===== src/hdl/pmc_consts.svh =====
`ifndef PMC_CONSTS_SVH
`define PMC_CONSTS_SVH

// Register byte addresses (word aligned, full 32-bit map)
`define PMC_ADDR_MODE 32'hE01F_C0C0
`define PMC_ADDR_GATES 32'hE01F_C0C4
`define PMC_ADDR_STATUS 32'hE01F_C0C8

// Mode control field positions
`define PMC_BIT_LIGHT 0
`define PMC_BIT_DEEP 1
`define PMC_BIT_BO_SLEEP 2
`define PMC_BIT_BO_OFF 3
`define PMC_BIT_BO_RST_OFF 4

// Reset values
`define PMC_MODE_RST 8'h00
`define PMC_GATES_RST 32'h0018_17BE

// Oscillator restart settle time before clocks return
`define PMC_OSC_SETTLE_NS 2000
`define PMC_CLK_NS 40
`define PMC_OSC_SETTLE_CYC ((`PMC_OSC_SETTLE_NS + `PMC_CLK_NS - 1) / `PMC_CLK_NS)

`endif


===== src/hdl/pmc_pkg.sv =====
package pmc_pkg;
  typedef enum logic [1:0] {
    PMC_RUN,
    PMC_LIGHT,
    PMC_DEEP,
    PMC_WAKE
  } pmc_state_e;

  // Wishbone classic slave request
  typedef struct packed {
    logic cyc;
    logic stb;
    logic we;
    logic [31:0] adr;
    logic [3:0] sel;
    logic [31:0] dat;
  } pmc_wb_req_s;

  // Outputs towards core, oscillator and detector
  typedef struct packed {
    logic cpu_clk_en;
    logic osc_en;
    logic periph_clk_en;
    logic pin_hold;
    logic bo_enable;
    logic bo_reset_en;
    logic bo_wake_en;
  } pmc_ctl_s;
endpackage


===== src/hdl/pmc_power_mode.sv =====
// What this block does
// (RULE_01) Light sleep halts execution until reset or interrupt arrives.
// (RULE_02) Light-sleep bit 0 stops only core clock; enabled interrupt resumes.
// (RULE_03) Deep sleep shuts the oscillator; no internal clock runs.
// (RULE_04) Deep sleep keeps core, peripheral and memory state unchanged.
// (RULE_05) Deep sleep freezes every output pin level.
// (RULE_06) Deep sleep ends on reset or clockless interrupt source.
// (RULE_07) Interrupt wake resumes with no instruction lost or repeated.
// (RULE_08) Two mode bits; writing one enters; both set means deep sleep.
// (RULE_09) Deep bit 1 stops clocks; external wake restarts, clears bit.
// (RULE_10) USB wake enable zero: deep-sleep set always accepted.
// (RULE_11) USB wake enable and clock-needed both one: deep set ignored.
// (RULE_12) Brown-out select bit 2 zero: detector active, reset wakes.
// (RULE_13) Reset values: mode 0x00, clock gates 0x0018_17BE.
// (RULE_14) Brown-out select one: detector sleeps, no wake source.
// (RULE_15) Global off bit 3 one: detector disabled always.
// (RULE_16) Reset off bit 4 one: second stage gives no chip reset.
// (RULE_17) Gate bit one enables peripheral clock, zero disables it.
// (RULE_18) Interrupt ending light sleep clears the light-sleep bit.
//
// Design decision made here: the Wishbone interface to the registers.
`timescale 1ns/1ps
`default_nettype none
`include "pmc_consts.svh"
module pmc_power_mode #(
  parameter int SETTLE_CYC = `PMC_OSC_SETTLE_CYC,
  parameter logic [31:0] GATES_RST = `PMC_GATES_RST
) (
  // Clock and reset
  input wire logic ref_clk,
  input wire logic reset,
  // Wishbone slave
  input wire logic wb_cyc_i,
  input wire logic wb_stb_i,
  input wire logic wb_we_i,
  input wire logic [31:0] wb_adr_i,
  input wire logic [3:0] wb_sel_i,
  input wire logic [31:0] wb_dat_i,
  output logic [31:0] wb_dat_o,
  output logic wb_ack_o,
  // Wake and status inputs from outside the clock domain
  input wire logic irq_wake,
  input wire logic ext_irq_wake,
  input wire logic bo_reset_req,
  input wire logic usb_activity_wake_enable,
  input wire logic usb_clock_needed,
  // Core handshake, same clock
  input wire logic cpu_idle_ack,
  // Controls out
  output logic cpu_clk_en,
  output logic osc_en,
  output logic periph_clk_en,
  output logic pin_hold,
  output logic brownout_detector_en,
  output logic brownout_reset_en,
  output logic brownout_wake_en,
  output logic [31:0] peripheral_clock_gates,
  output logic wake_reset
);
  typedef struct packed {
    pmc_pkg::pmc_state_e state;
    logic [7:0] mode;
    logic [31:0] gates;
    logic [15:0] settle;
    pmc_pkg::pmc_ctl_s ctl;
    logic [31:0] gates_out;
    logic wake_reset;
  } pmc_top_s;

  pmc_top_s st_q;
  pmc_top_s st_d;
  pmc_pkg::pmc_wb_req_s req;
  logic wr_stb;
  logic [31:0] rd_word;
  logic [31:0] rdat;
  logic ack;
  logic irq_s;
  logic ext_s;
  logic bor_s;
  logic usbw_s;
  logic usbn_s;
  logic [7:0] wmode;
  logic deep_blocked;
  logic bo_wake;

  // Bus request bundle
  always_comb begin
    req.cyc = wb_cyc_i;
    req.stb = wb_stb_i;
    req.we = wb_we_i;
    req.adr = wb_adr_i;
    req.sel = wb_sel_i;
    req.dat = wb_dat_i;
  end

  pmc_wb_slave u_wb (
    .ref_clk(ref_clk),
    .reset(reset),
    .req(req),
    .ack(ack),
    .rdat(rdat),
    .wr_stb(wr_stb),
    .rd_word(rd_word)
  );

  // Asynchronous inputs pass three synchroniser flops and an output flop each
  pmc_sync3 u_s_irq (.ref_clk(ref_clk), .reset(reset), .din(irq_wake),
    .dout(irq_s));
  pmc_sync3 u_s_ext (.ref_clk(ref_clk), .reset(reset), .din(ext_irq_wake),
    .dout(ext_s));
  pmc_sync3 u_s_bor (.ref_clk(ref_clk), .reset(reset), .din(bo_reset_req),
    .dout(bor_s));
  pmc_sync3 u_s_usbw (.ref_clk(ref_clk), .reset(reset),
    .din(usb_activity_wake_enable), .dout(usbw_s));
  pmc_sync3 u_s_usbn (.ref_clk(ref_clk), .reset(reset),
    .din(usb_clock_needed), .dout(usbn_s));

  // Read mux; unmapped words read zero, reserved bits zero
  always_comb begin
    rd_word = 32'h0000_0000;
    case (wb_adr_i)
      `PMC_ADDR_MODE: rd_word = {24'h00_0000, 3'b000, st_q.mode[4:0]};
      `PMC_ADDR_GATES: rd_word = st_q.gates;
      `PMC_ADDR_STATUS: rd_word = {30'h0000_0000, st_q.state};
      default: rd_word = 32'h0000_0000;
    endcase
  end

  // Merged write value for the mode byte, lane 0 only
  always_comb begin
    wmode = st_q.mode;
    if (wr_stb && wb_adr_i == `PMC_ADDR_MODE && wb_sel_i[0]) begin
      wmode = {3'b000, wb_dat_i[4:0]};
    end
  end

  // USB activity that needs a clock blocks deep sleep
  // (RULE_10) deep set accepted
  // (RULE_11) deep set refused
  assign deep_blocked = usbw_s && usbn_s;

  // Brown-out reset may wake only when detector runs through sleep
  // (RULE_12) detector wake path
  // (RULE_14) no wake when sleeping
  assign bo_wake = bor_s && !st_q.mode[`PMC_BIT_BO_OFF]
    && !st_q.mode[`PMC_BIT_BO_SLEEP] && !st_q.mode[`PMC_BIT_BO_RST_OFF];

  // Next state
  always_comb begin
    st_d = st_q;
    st_d.wake_reset = 1'b0;
    // Register writes
    if (wr_stb && wb_adr_i == `PMC_ADDR_MODE && wb_sel_i[0]) begin
      st_d.mode = wmode;
      // (RULE_11) refuse deep bit
      if (deep_blocked) begin
        st_d.mode[`PMC_BIT_DEEP] = st_q.mode[`PMC_BIT_DEEP];
      end
    end
    // (RULE_17) byte-lane gate writes
    if (wr_stb && wb_adr_i == `PMC_ADDR_GATES) begin
      for (int i = 0; i < 4; i++) begin
        if (wb_sel_i[i]) begin
          st_d.gates[8*i +: 8] = wb_dat_i[8*i +: 8];
        end
      end
    end
    case (st_q.state)
      pmc_pkg::PMC_RUN: begin
        // (RULE_08) deep wins over light
        if (st_d.mode[`PMC_BIT_DEEP]) begin
          st_d.state = pmc_pkg::PMC_DEEP;
        end else if (st_d.mode[`PMC_BIT_LIGHT]) begin
          st_d.state = pmc_pkg::PMC_LIGHT;
        end
      end
      pmc_pkg::PMC_LIGHT: begin
        // (RULE_02) any enabled interrupt resumes
        if (irq_s || ext_s) begin
          // (RULE_18) clear light bit
          st_d.mode[`PMC_BIT_LIGHT] = 1'b0;
          st_d.state = pmc_pkg::PMC_RUN;
        end else if (st_d.mode[`PMC_BIT_DEEP]) begin
          st_d.state = pmc_pkg::PMC_DEEP;
        end
      end
      pmc_pkg::PMC_DEEP: begin
        // (RULE_06) clockless wake sources
        // (RULE_09) external wake clears deep bit
        if (ext_s) begin
          st_d.mode[`PMC_BIT_DEEP] = 1'b0;
          st_d.mode[`PMC_BIT_LIGHT] = 1'b0;
          st_d.settle = 16'(SETTLE_CYC);
          st_d.state = pmc_pkg::PMC_WAKE;
        end else if (bo_wake) begin
          st_d.wake_reset = 1'b1;
          st_d.mode = `PMC_MODE_RST;
          st_d.state = pmc_pkg::PMC_RUN;
        end
      end
      pmc_pkg::PMC_WAKE: begin
        // Oscillator settles before clocks return
        if (st_q.settle <= 16'd1) begin
          st_d.state = pmc_pkg::PMC_RUN;
        end else begin
          st_d.settle = st_q.settle - 16'd1;
        end
      end
      default: st_d.state = pmc_pkg::PMC_RUN;
    endcase
    // Outputs derived from next state, registered
    // (RULE_01) halt core in light sleep
    // (RULE_07) core gated only at idle boundary
    // Once stopped the gate stays shut: the idle flag drops as the core
    // starts its next instruction, which must not reopen the clock
    st_d.ctl.cpu_clk_en = (st_d.state == pmc_pkg::PMC_RUN)
      || (st_q.ctl.cpu_clk_en && !cpu_idle_ack);
    // (RULE_03) oscillator off
    // Waits for the core gate, so no instruction is cut in half
    st_d.ctl.osc_en = !(st_d.state == pmc_pkg::PMC_DEEP
      && !st_d.ctl.cpu_clk_en);
    // (RULE_04) all clocks stop, state retained
    st_d.ctl.periph_clk_en = (st_d.state == pmc_pkg::PMC_RUN)
      || (st_d.state == pmc_pkg::PMC_LIGHT);
    // (RULE_05) pins frozen
    st_d.ctl.pin_hold = (st_d.state == pmc_pkg::PMC_DEEP)
      || (st_d.state == pmc_pkg::PMC_WAKE);
    // (RULE_15) detector globally off
    st_d.ctl.bo_enable = !st_d.mode[`PMC_BIT_BO_OFF]
      && !(st_d.state == pmc_pkg::PMC_DEEP
      && st_d.mode[`PMC_BIT_BO_SLEEP]);
    // (RULE_16) second stage reset disabled
    st_d.ctl.bo_reset_en = st_d.ctl.bo_enable
      && !st_d.mode[`PMC_BIT_BO_RST_OFF];
    st_d.ctl.bo_wake_en = st_d.ctl.bo_reset_en
      && !st_d.mode[`PMC_BIT_BO_SLEEP];
    // (RULE_17) gate outputs follow register
    st_d.gates_out = st_d.gates;
  end

  // State register
  always_ff @(posedge ref_clk) begin
    if (reset) begin
      st_q.state <= pmc_pkg::PMC_RUN;
      // (RULE_13) reset values
      st_q.mode <= `PMC_MODE_RST;
      st_q.gates <= GATES_RST;
      st_q.settle <= 16'h0000;
      st_q.ctl <= 7'h77;
      st_q.gates_out <= GATES_RST;
      st_q.wake_reset <= 1'b0;
    end else begin
      st_q <= st_d;
    end
  end

  // Outputs straight from flops
  assign wb_dat_o = rdat;
  assign wb_ack_o = ack;
  assign cpu_clk_en = st_q.ctl.cpu_clk_en;
  assign osc_en = st_q.ctl.osc_en;
  assign periph_clk_en = st_q.ctl.periph_clk_en;
  assign pin_hold = st_q.ctl.pin_hold;
  assign brownout_detector_en = st_q.ctl.bo_enable;
  assign brownout_reset_en = st_q.ctl.bo_reset_en;
  assign brownout_wake_en = st_q.ctl.bo_wake_en;
  assign peripheral_clock_gates = st_q.gates_out;
  assign wake_reset = st_q.wake_reset;
endmodule // pmc_power_mode
`default_nettype wire


===== src/hdl/pmc_sync3.sv =====
`timescale 1ns/1ps
`default_nettype none
// Three-stage synchroniser, change taken when stages two and three agree
module pmc_sync3 (
  // Clock and reset
  input wire logic ref_clk,
  input wire logic reset,
  // Data
  input wire logic din,
  output logic dout
);
  typedef struct packed {
    logic [2:0] sh;
    logic out;
  } pmc_sync_s;
  pmc_sync_s st_q;
  pmc_sync_s st_d;

  // Shift and agree
  always_comb begin
    st_d = st_q;
    st_d.sh = {st_q.sh[1:0], din};
    if (st_q.sh[1] == st_q.sh[2]) begin
      st_d.out = st_q.sh[2];
    end
  end

  // Register
  always_ff @(posedge ref_clk) begin
    if (reset) begin
      st_q <= '0;
    end else begin
      st_q <= st_d;
    end
  end

  assign dout = st_q.out;
endmodule // pmc_sync3
`default_nettype wire


===== src/hdl/pmc_wb_slave.sv =====
`timescale 1ns/1ps
`default_nettype none
// Classic Wishbone slave front end: one-cycle ack, registered read data
module pmc_wb_slave (
  // Clock and reset
  input wire logic ref_clk,
  input wire logic reset,
  // Bus request
  input wire pmc_pkg::pmc_wb_req_s req,
  output logic ack,
  output logic [31:0] rdat,
  // Register side
  output logic wr_stb,
  input wire logic [31:0] rd_word
);
  typedef struct packed {
    logic ack;
    logic [31:0] rdat;
  } pmc_wbs_s;
  pmc_wbs_s st_q;
  pmc_wbs_s st_d;
  logic take;

  // Answer once per request, drop ack the cycle after
  always_comb begin
    take = req.cyc && req.stb && !st_q.ack;
    st_d = st_q;
    st_d.ack = take;
    st_d.rdat = take ? rd_word : st_q.rdat;
  end

  always_ff @(posedge ref_clk) begin
    if (reset) begin
      st_q <= '0;
    end else begin
      st_q <= st_d;
    end
  end

  // Write lands on the ack edge
  assign wr_stb = st_q.ack && req.cyc && req.stb && req.we;
  assign ack = st_q.ack;
  assign rdat = st_q.rdat;
endmodule // pmc_wb_slave
`default_nettype wire


===== config.mk =====
export PLATFORM = sky130hd
export DESIGN_NAME = pmc_power_mode
export DESIGN_NICKNAME = d
export VERILOG_FILES = /design/src/hdl/pmc_pkg.sv /design/src/hdl/pmc_power_mode.sv /design/src/hdl/pmc_sync3.sv /design/src/hdl/pmc_wb_slave.sv
export VERILOG_INCLUDE_DIRS = /design/src /design/src/hdl
export SDC_FILE = /design/constraint.sdc
export NUM_CORES = 1
export LEC_CHECK = 0
export ABC_CLOCK_PERIOD_IN_PS = 3050
export BUFFER_PORTS_ARGS = -buffer_cell sky130_fd_sc_hd__buf_2
export CORE_MARGIN = 8
export CORE_UTILIZATION = 51
export DETAILED_ROUTE_END_ITERATION = 7
export PLACE_DENSITY = 0.86
export SYNTH_ARGS = -nofsm -noshare
export SYNTH_HDL_FRONTEND = slang
export SYNTH_SLANG_ARGS = --single-unit
export TNS_END_PERCENT = 20

===== constraint.sdc =====
create_clock -name ref_clk -period 3.05 [get_ports ref_clk]
set_input_delay 0.61 -clock ref_clk [delete_from_list [all_inputs] [get_ports ref_clk]]
set_output_delay 0.61 -clock ref_clk [all_outputs]
set_load 0.05 [all_outputs]

==> summary.txt <==
Result of the run - finished, final reports clean
Clock Power Share - 52.9%
R2R Setup Slk - 0.41 ns
Start point of the critical path - st_q[96]
Critical Path Start Type - register
Syn Inst Count - 505
Main flop type after synthesis - sky130_fd_sc_hd__dfxtp_1
Clock root cell - sky130_fd_sc_hd__clkbuf_8
I/O Pins - 152
Total number of yosys warnings - 0
Cells traversed along the worst timing path - inv_1, ha_1, nor2b_4, or4_1, a311o_2, nor3_2, a21oi_1, a31o_1
Transition at the pin with the smallest max-transition slack - 0.840 ns
RSZ-0062 raised after global routing - no
DRC violation total after the first TritonRoute iteration - 306
Number of slew-limit violations in the final report - 0
Remaining antenna violation count after routing - 0
Filler instances - 729
Number of rows in the core area - 35
Remaining Overflow, GRT - 0
Category of the most critical setup path - register to register
Setup violation total in the final timing report - 0
# DRC - 0
Top cell types by occurrence after synthesis - sky130_fd_sc_hd__dfxtp_1 (116), sky130_fd_sc_hd__nor2_1 (85), sky130_fd_sc_hd__mux2i_1 (38)
Cell accounting for the most synthesized area - sky130_fd_sc_hd__dfxtp_1
Number of buffers added for setup after CTS - 0
Post-Route Skew - 0.00515 ns
Share of the clock period used by the worst path - 86.7%
Largest incremental delay on the critical path - 0.47 ns
First-pass GRT wire length - 20.3 mm
Async set or reset register ratio after synthesis - 0%
Fraction of layout instances using a drive strength above 1 - 34.1%
Final weighted congestion of routability-driven global placement - 0.926
Worst slew margin - 44.0%
Per-cell via count in the routed design - 5.40
Multi-input gate area - 0.00222 mm²
DP Wirelength - 9.10 mm
Type of the tightest min-delay check - primary input to register
TritonCTS clock tree - yes
Vias in the first global route - 4178
Library cells used by synthesis - 63
Clock H-tree levels - 4
Antenna fix cells - 0
Critical Path Sink - st_q[55]
Die Span Y - 114 µm
Overall power - 3.83 mW
Number of max-cap violations - 0
Post-detailed-routing wire length - 12.7 mm
Capture point of the worst reg-to-reg path - st_q[55]
Synthesis-stage register bit count - 116
Data required time of the critical path - 3.45 ns
Wire per inst - 16.5 µm
Startpoint of the worst register-to-register path - st_q[96]
Area growth, synth to finish - 25.4%
Overall global routing resource usage - 19.4%
Largest net degree at the start of global routing - 84
Maximum root-to-sink buffer count - 2
Clk Latency, worst-skew pair - 0.51 ns
Portion of the post-synthesis area used by sequential elements - 47.4%
Routed vias - 4150
Slowest cell on the critical path - sky130_fd_sc_hd__or4_1
Peak clock frequency supported by timing - 378 MHz
Synth area leaders - sky130_fd_sc_hd__dfxtp_1 (47%), sky130_fd_sc_hd__mux2i_1 (7.8%), sky130_fd_sc_hd__nor2_1 (6.5%), sky130_fd_sc_hd__buf_4 (5.1%), sky130_fd_sc_hd__a22oi_1 (4.9%)
Seq. cell area - 0.00232 mm²
Worst IR drop on VDD - 0.000402 V
TritonCTS Sinks - 116
Cell count of the worst reg-to-reg path - 8
Switching component of the power - 0.918 mW
Sequential Power Share - 40.7%
Die boundary width - 114 µm
TritonCTS Buffers - 17
Number of flops mapped to enable cells by yosys - 0
Core area - 0.00928 mm²
Share of the synthesized area in the top cell type - 47.4%
Internal Dissipation - 2.91 mW
Highest fanout seen on the critical path - 8
Pwr dens - 623 mW/mm²
Number of nets at the end of the flow - 712
Drt first pass iters - 5
Reported leakage power - 2.86 nW
Synthesized area per cell - 9.70 µm²
Proportion of total power due to net switching - 24.0%
Post-synthesis cell area - 0.00490 mm²
Final min period - 2.64 ns
Net Count, Synth - 590
Quantity of I/O buffers inserted on ports - 151
Starting Density - 52.8%
Most frequent cell after synthesis - sky130_fd_sc_hd__dfxtp_1
Resize count post-CTS - 0
Number of endpoints with negative hold slack in the final report - 0
Combinational cell fraction of total power - 6.4%
Hold buffers post-CTS - 0
Arrival time worst endpoint - 3.05 ns
Crit end category - register
DIE AREA - 0.0130 mm²
Clock edge transition at the registers on the reported setup and hold paths - 0.06 ns
Sum of negative setup slack - 0 ns
Initial antenna violation count - 0
[cell type report]
cell class	count	area share (%)
Timing Repair Buffer	158	13.2
Inverter	7	0.428
Sequential cell	116	37.8
Clock buffer	17	6.74
Clock inverter	15	3.16
Multi-Input combinational cell	327	36.1
Tap cell	129	2.63
[power groups by stage]
| stage | sequential, mW | clock (mW) | combinational [mW] |
|---|---|---|---|
| 6_report | 1.56 | 2.02 | 0.244 |
| 3_3_place_gp | 1.59 | 0 | 0.233 |
| 2_1_floorplan | 1.60 | 0 | 0.143 |
| 5_1_grt | 1.56 | 2.13 | 0.265 |
| 3_5_place_dp | 1.59 | 0 | 0.240 |
| 4_1_cts | 1.56 | 2.05 | 0.244 |
[worst max-delay path, delay by kind of cell (launching register included)]
kind	cells	cell delay [ns]
flops	1	0.43
simple gates	3	0.88
buf+inv	1	0.13
compound gates	3	0.79
fa+ha+maj	1	0.31
[worst min path at each step]
stage	startpoint	to	slack, ns	cells after the start
global placement	u_s_ext.st_d[2]	u_s_ext.st_d[3]	0.42	1
finish	ext_irq_wake	u_s_ext.st_d[2]	0.30	2
floorplan	u_s_bor.st_d[2]	u_s_bor.st_d[3]	0.41	1
CTS	ext_irq_wake	u_s_ext.st_d[2]	0.29	2
detailed placement	u_s_bor.st_d[2]	u_s_bor.st_d[3]	0.43	1
global route	wb_dat_i[12]	peripheral_clock_gates[12]	0.29	3
[routing by layer]
layer	wire [µm]	part of all wire [%]	global-route usage (%)
met5	0	0	0
met4	329	2.6	9.14
met3	980	7.7	7.03
met2	6290	50	33.7
met1	5050	40	20.6
[kinds of logic after synthesis]
kind of cell               after synthesis  synth area share, %
and+or+nand+nor                        189                 21.6
AOI/OAI and AO/OA                       81                 11.9
DFF                                    116                 47.4
xor gates and xnor gates                10                 1.79
adders and majority gates                6                 1.53
buffers and inverters                   62                 7.38
muxes                                   41                 8.45
[stage by stage]
stage / utilization (%) / setup slack (ns) / instance area, µm² / std cells / hold slack [ns]
2_1_floorplan: - / 0.718 / 4900 / 505 / 0.414
3_3_place_gp: 59.6 / 0.464 / 5530 / 737 / 0.419
3_5_place_dp: 59.6 / 0.380 / 5530 / 737 / 0.430
4_1_cts: 66.2 / 0.417 / 6140 / 769 / 0.286
5_1_grt: 66.2 / 0.260 / 6140 / 769 / 0.291
6_report: 66.2 / 0.406 / 6140 / 769 / 0.301
[sequential cells by signal (all words and copies together) (netlist names), 2 cells and up]
name / count
st_q: 23
u_s_irq.st_d: 2
u_s_ext.st_d: 2
u_wb.rdat: 32
u_s_bor.st_d: 2
u_s_usbn.st_d: 2
peripheral_clock_gates: 32
u_s_usbw.st_d: 2
[layout by cell type, fill, tap and decap left out, drive strengths merged, types with 2 or more instances in the layout]
cell,instances
xor2,6
a21oi,14
or2,2
nand4,6
a22oi,32
mux2i,38
a211oi,5
o31a,2
a31o,2
nor2,86
dfxtp,116
nand2b,3
nand2,32
nor2b,17
ha,6
bufinv,3
clkbuf,17
o211ai,4
inv,14
a31oi,3
nor4,5
buf,158
or4,5
nor3b,3
nor3,12
nand3,3
xnor2,4
clkinv,3
clkinvlp,2
mux2,3
nor4b,7
o21ai,8
(Power assumes the default switching activity.)
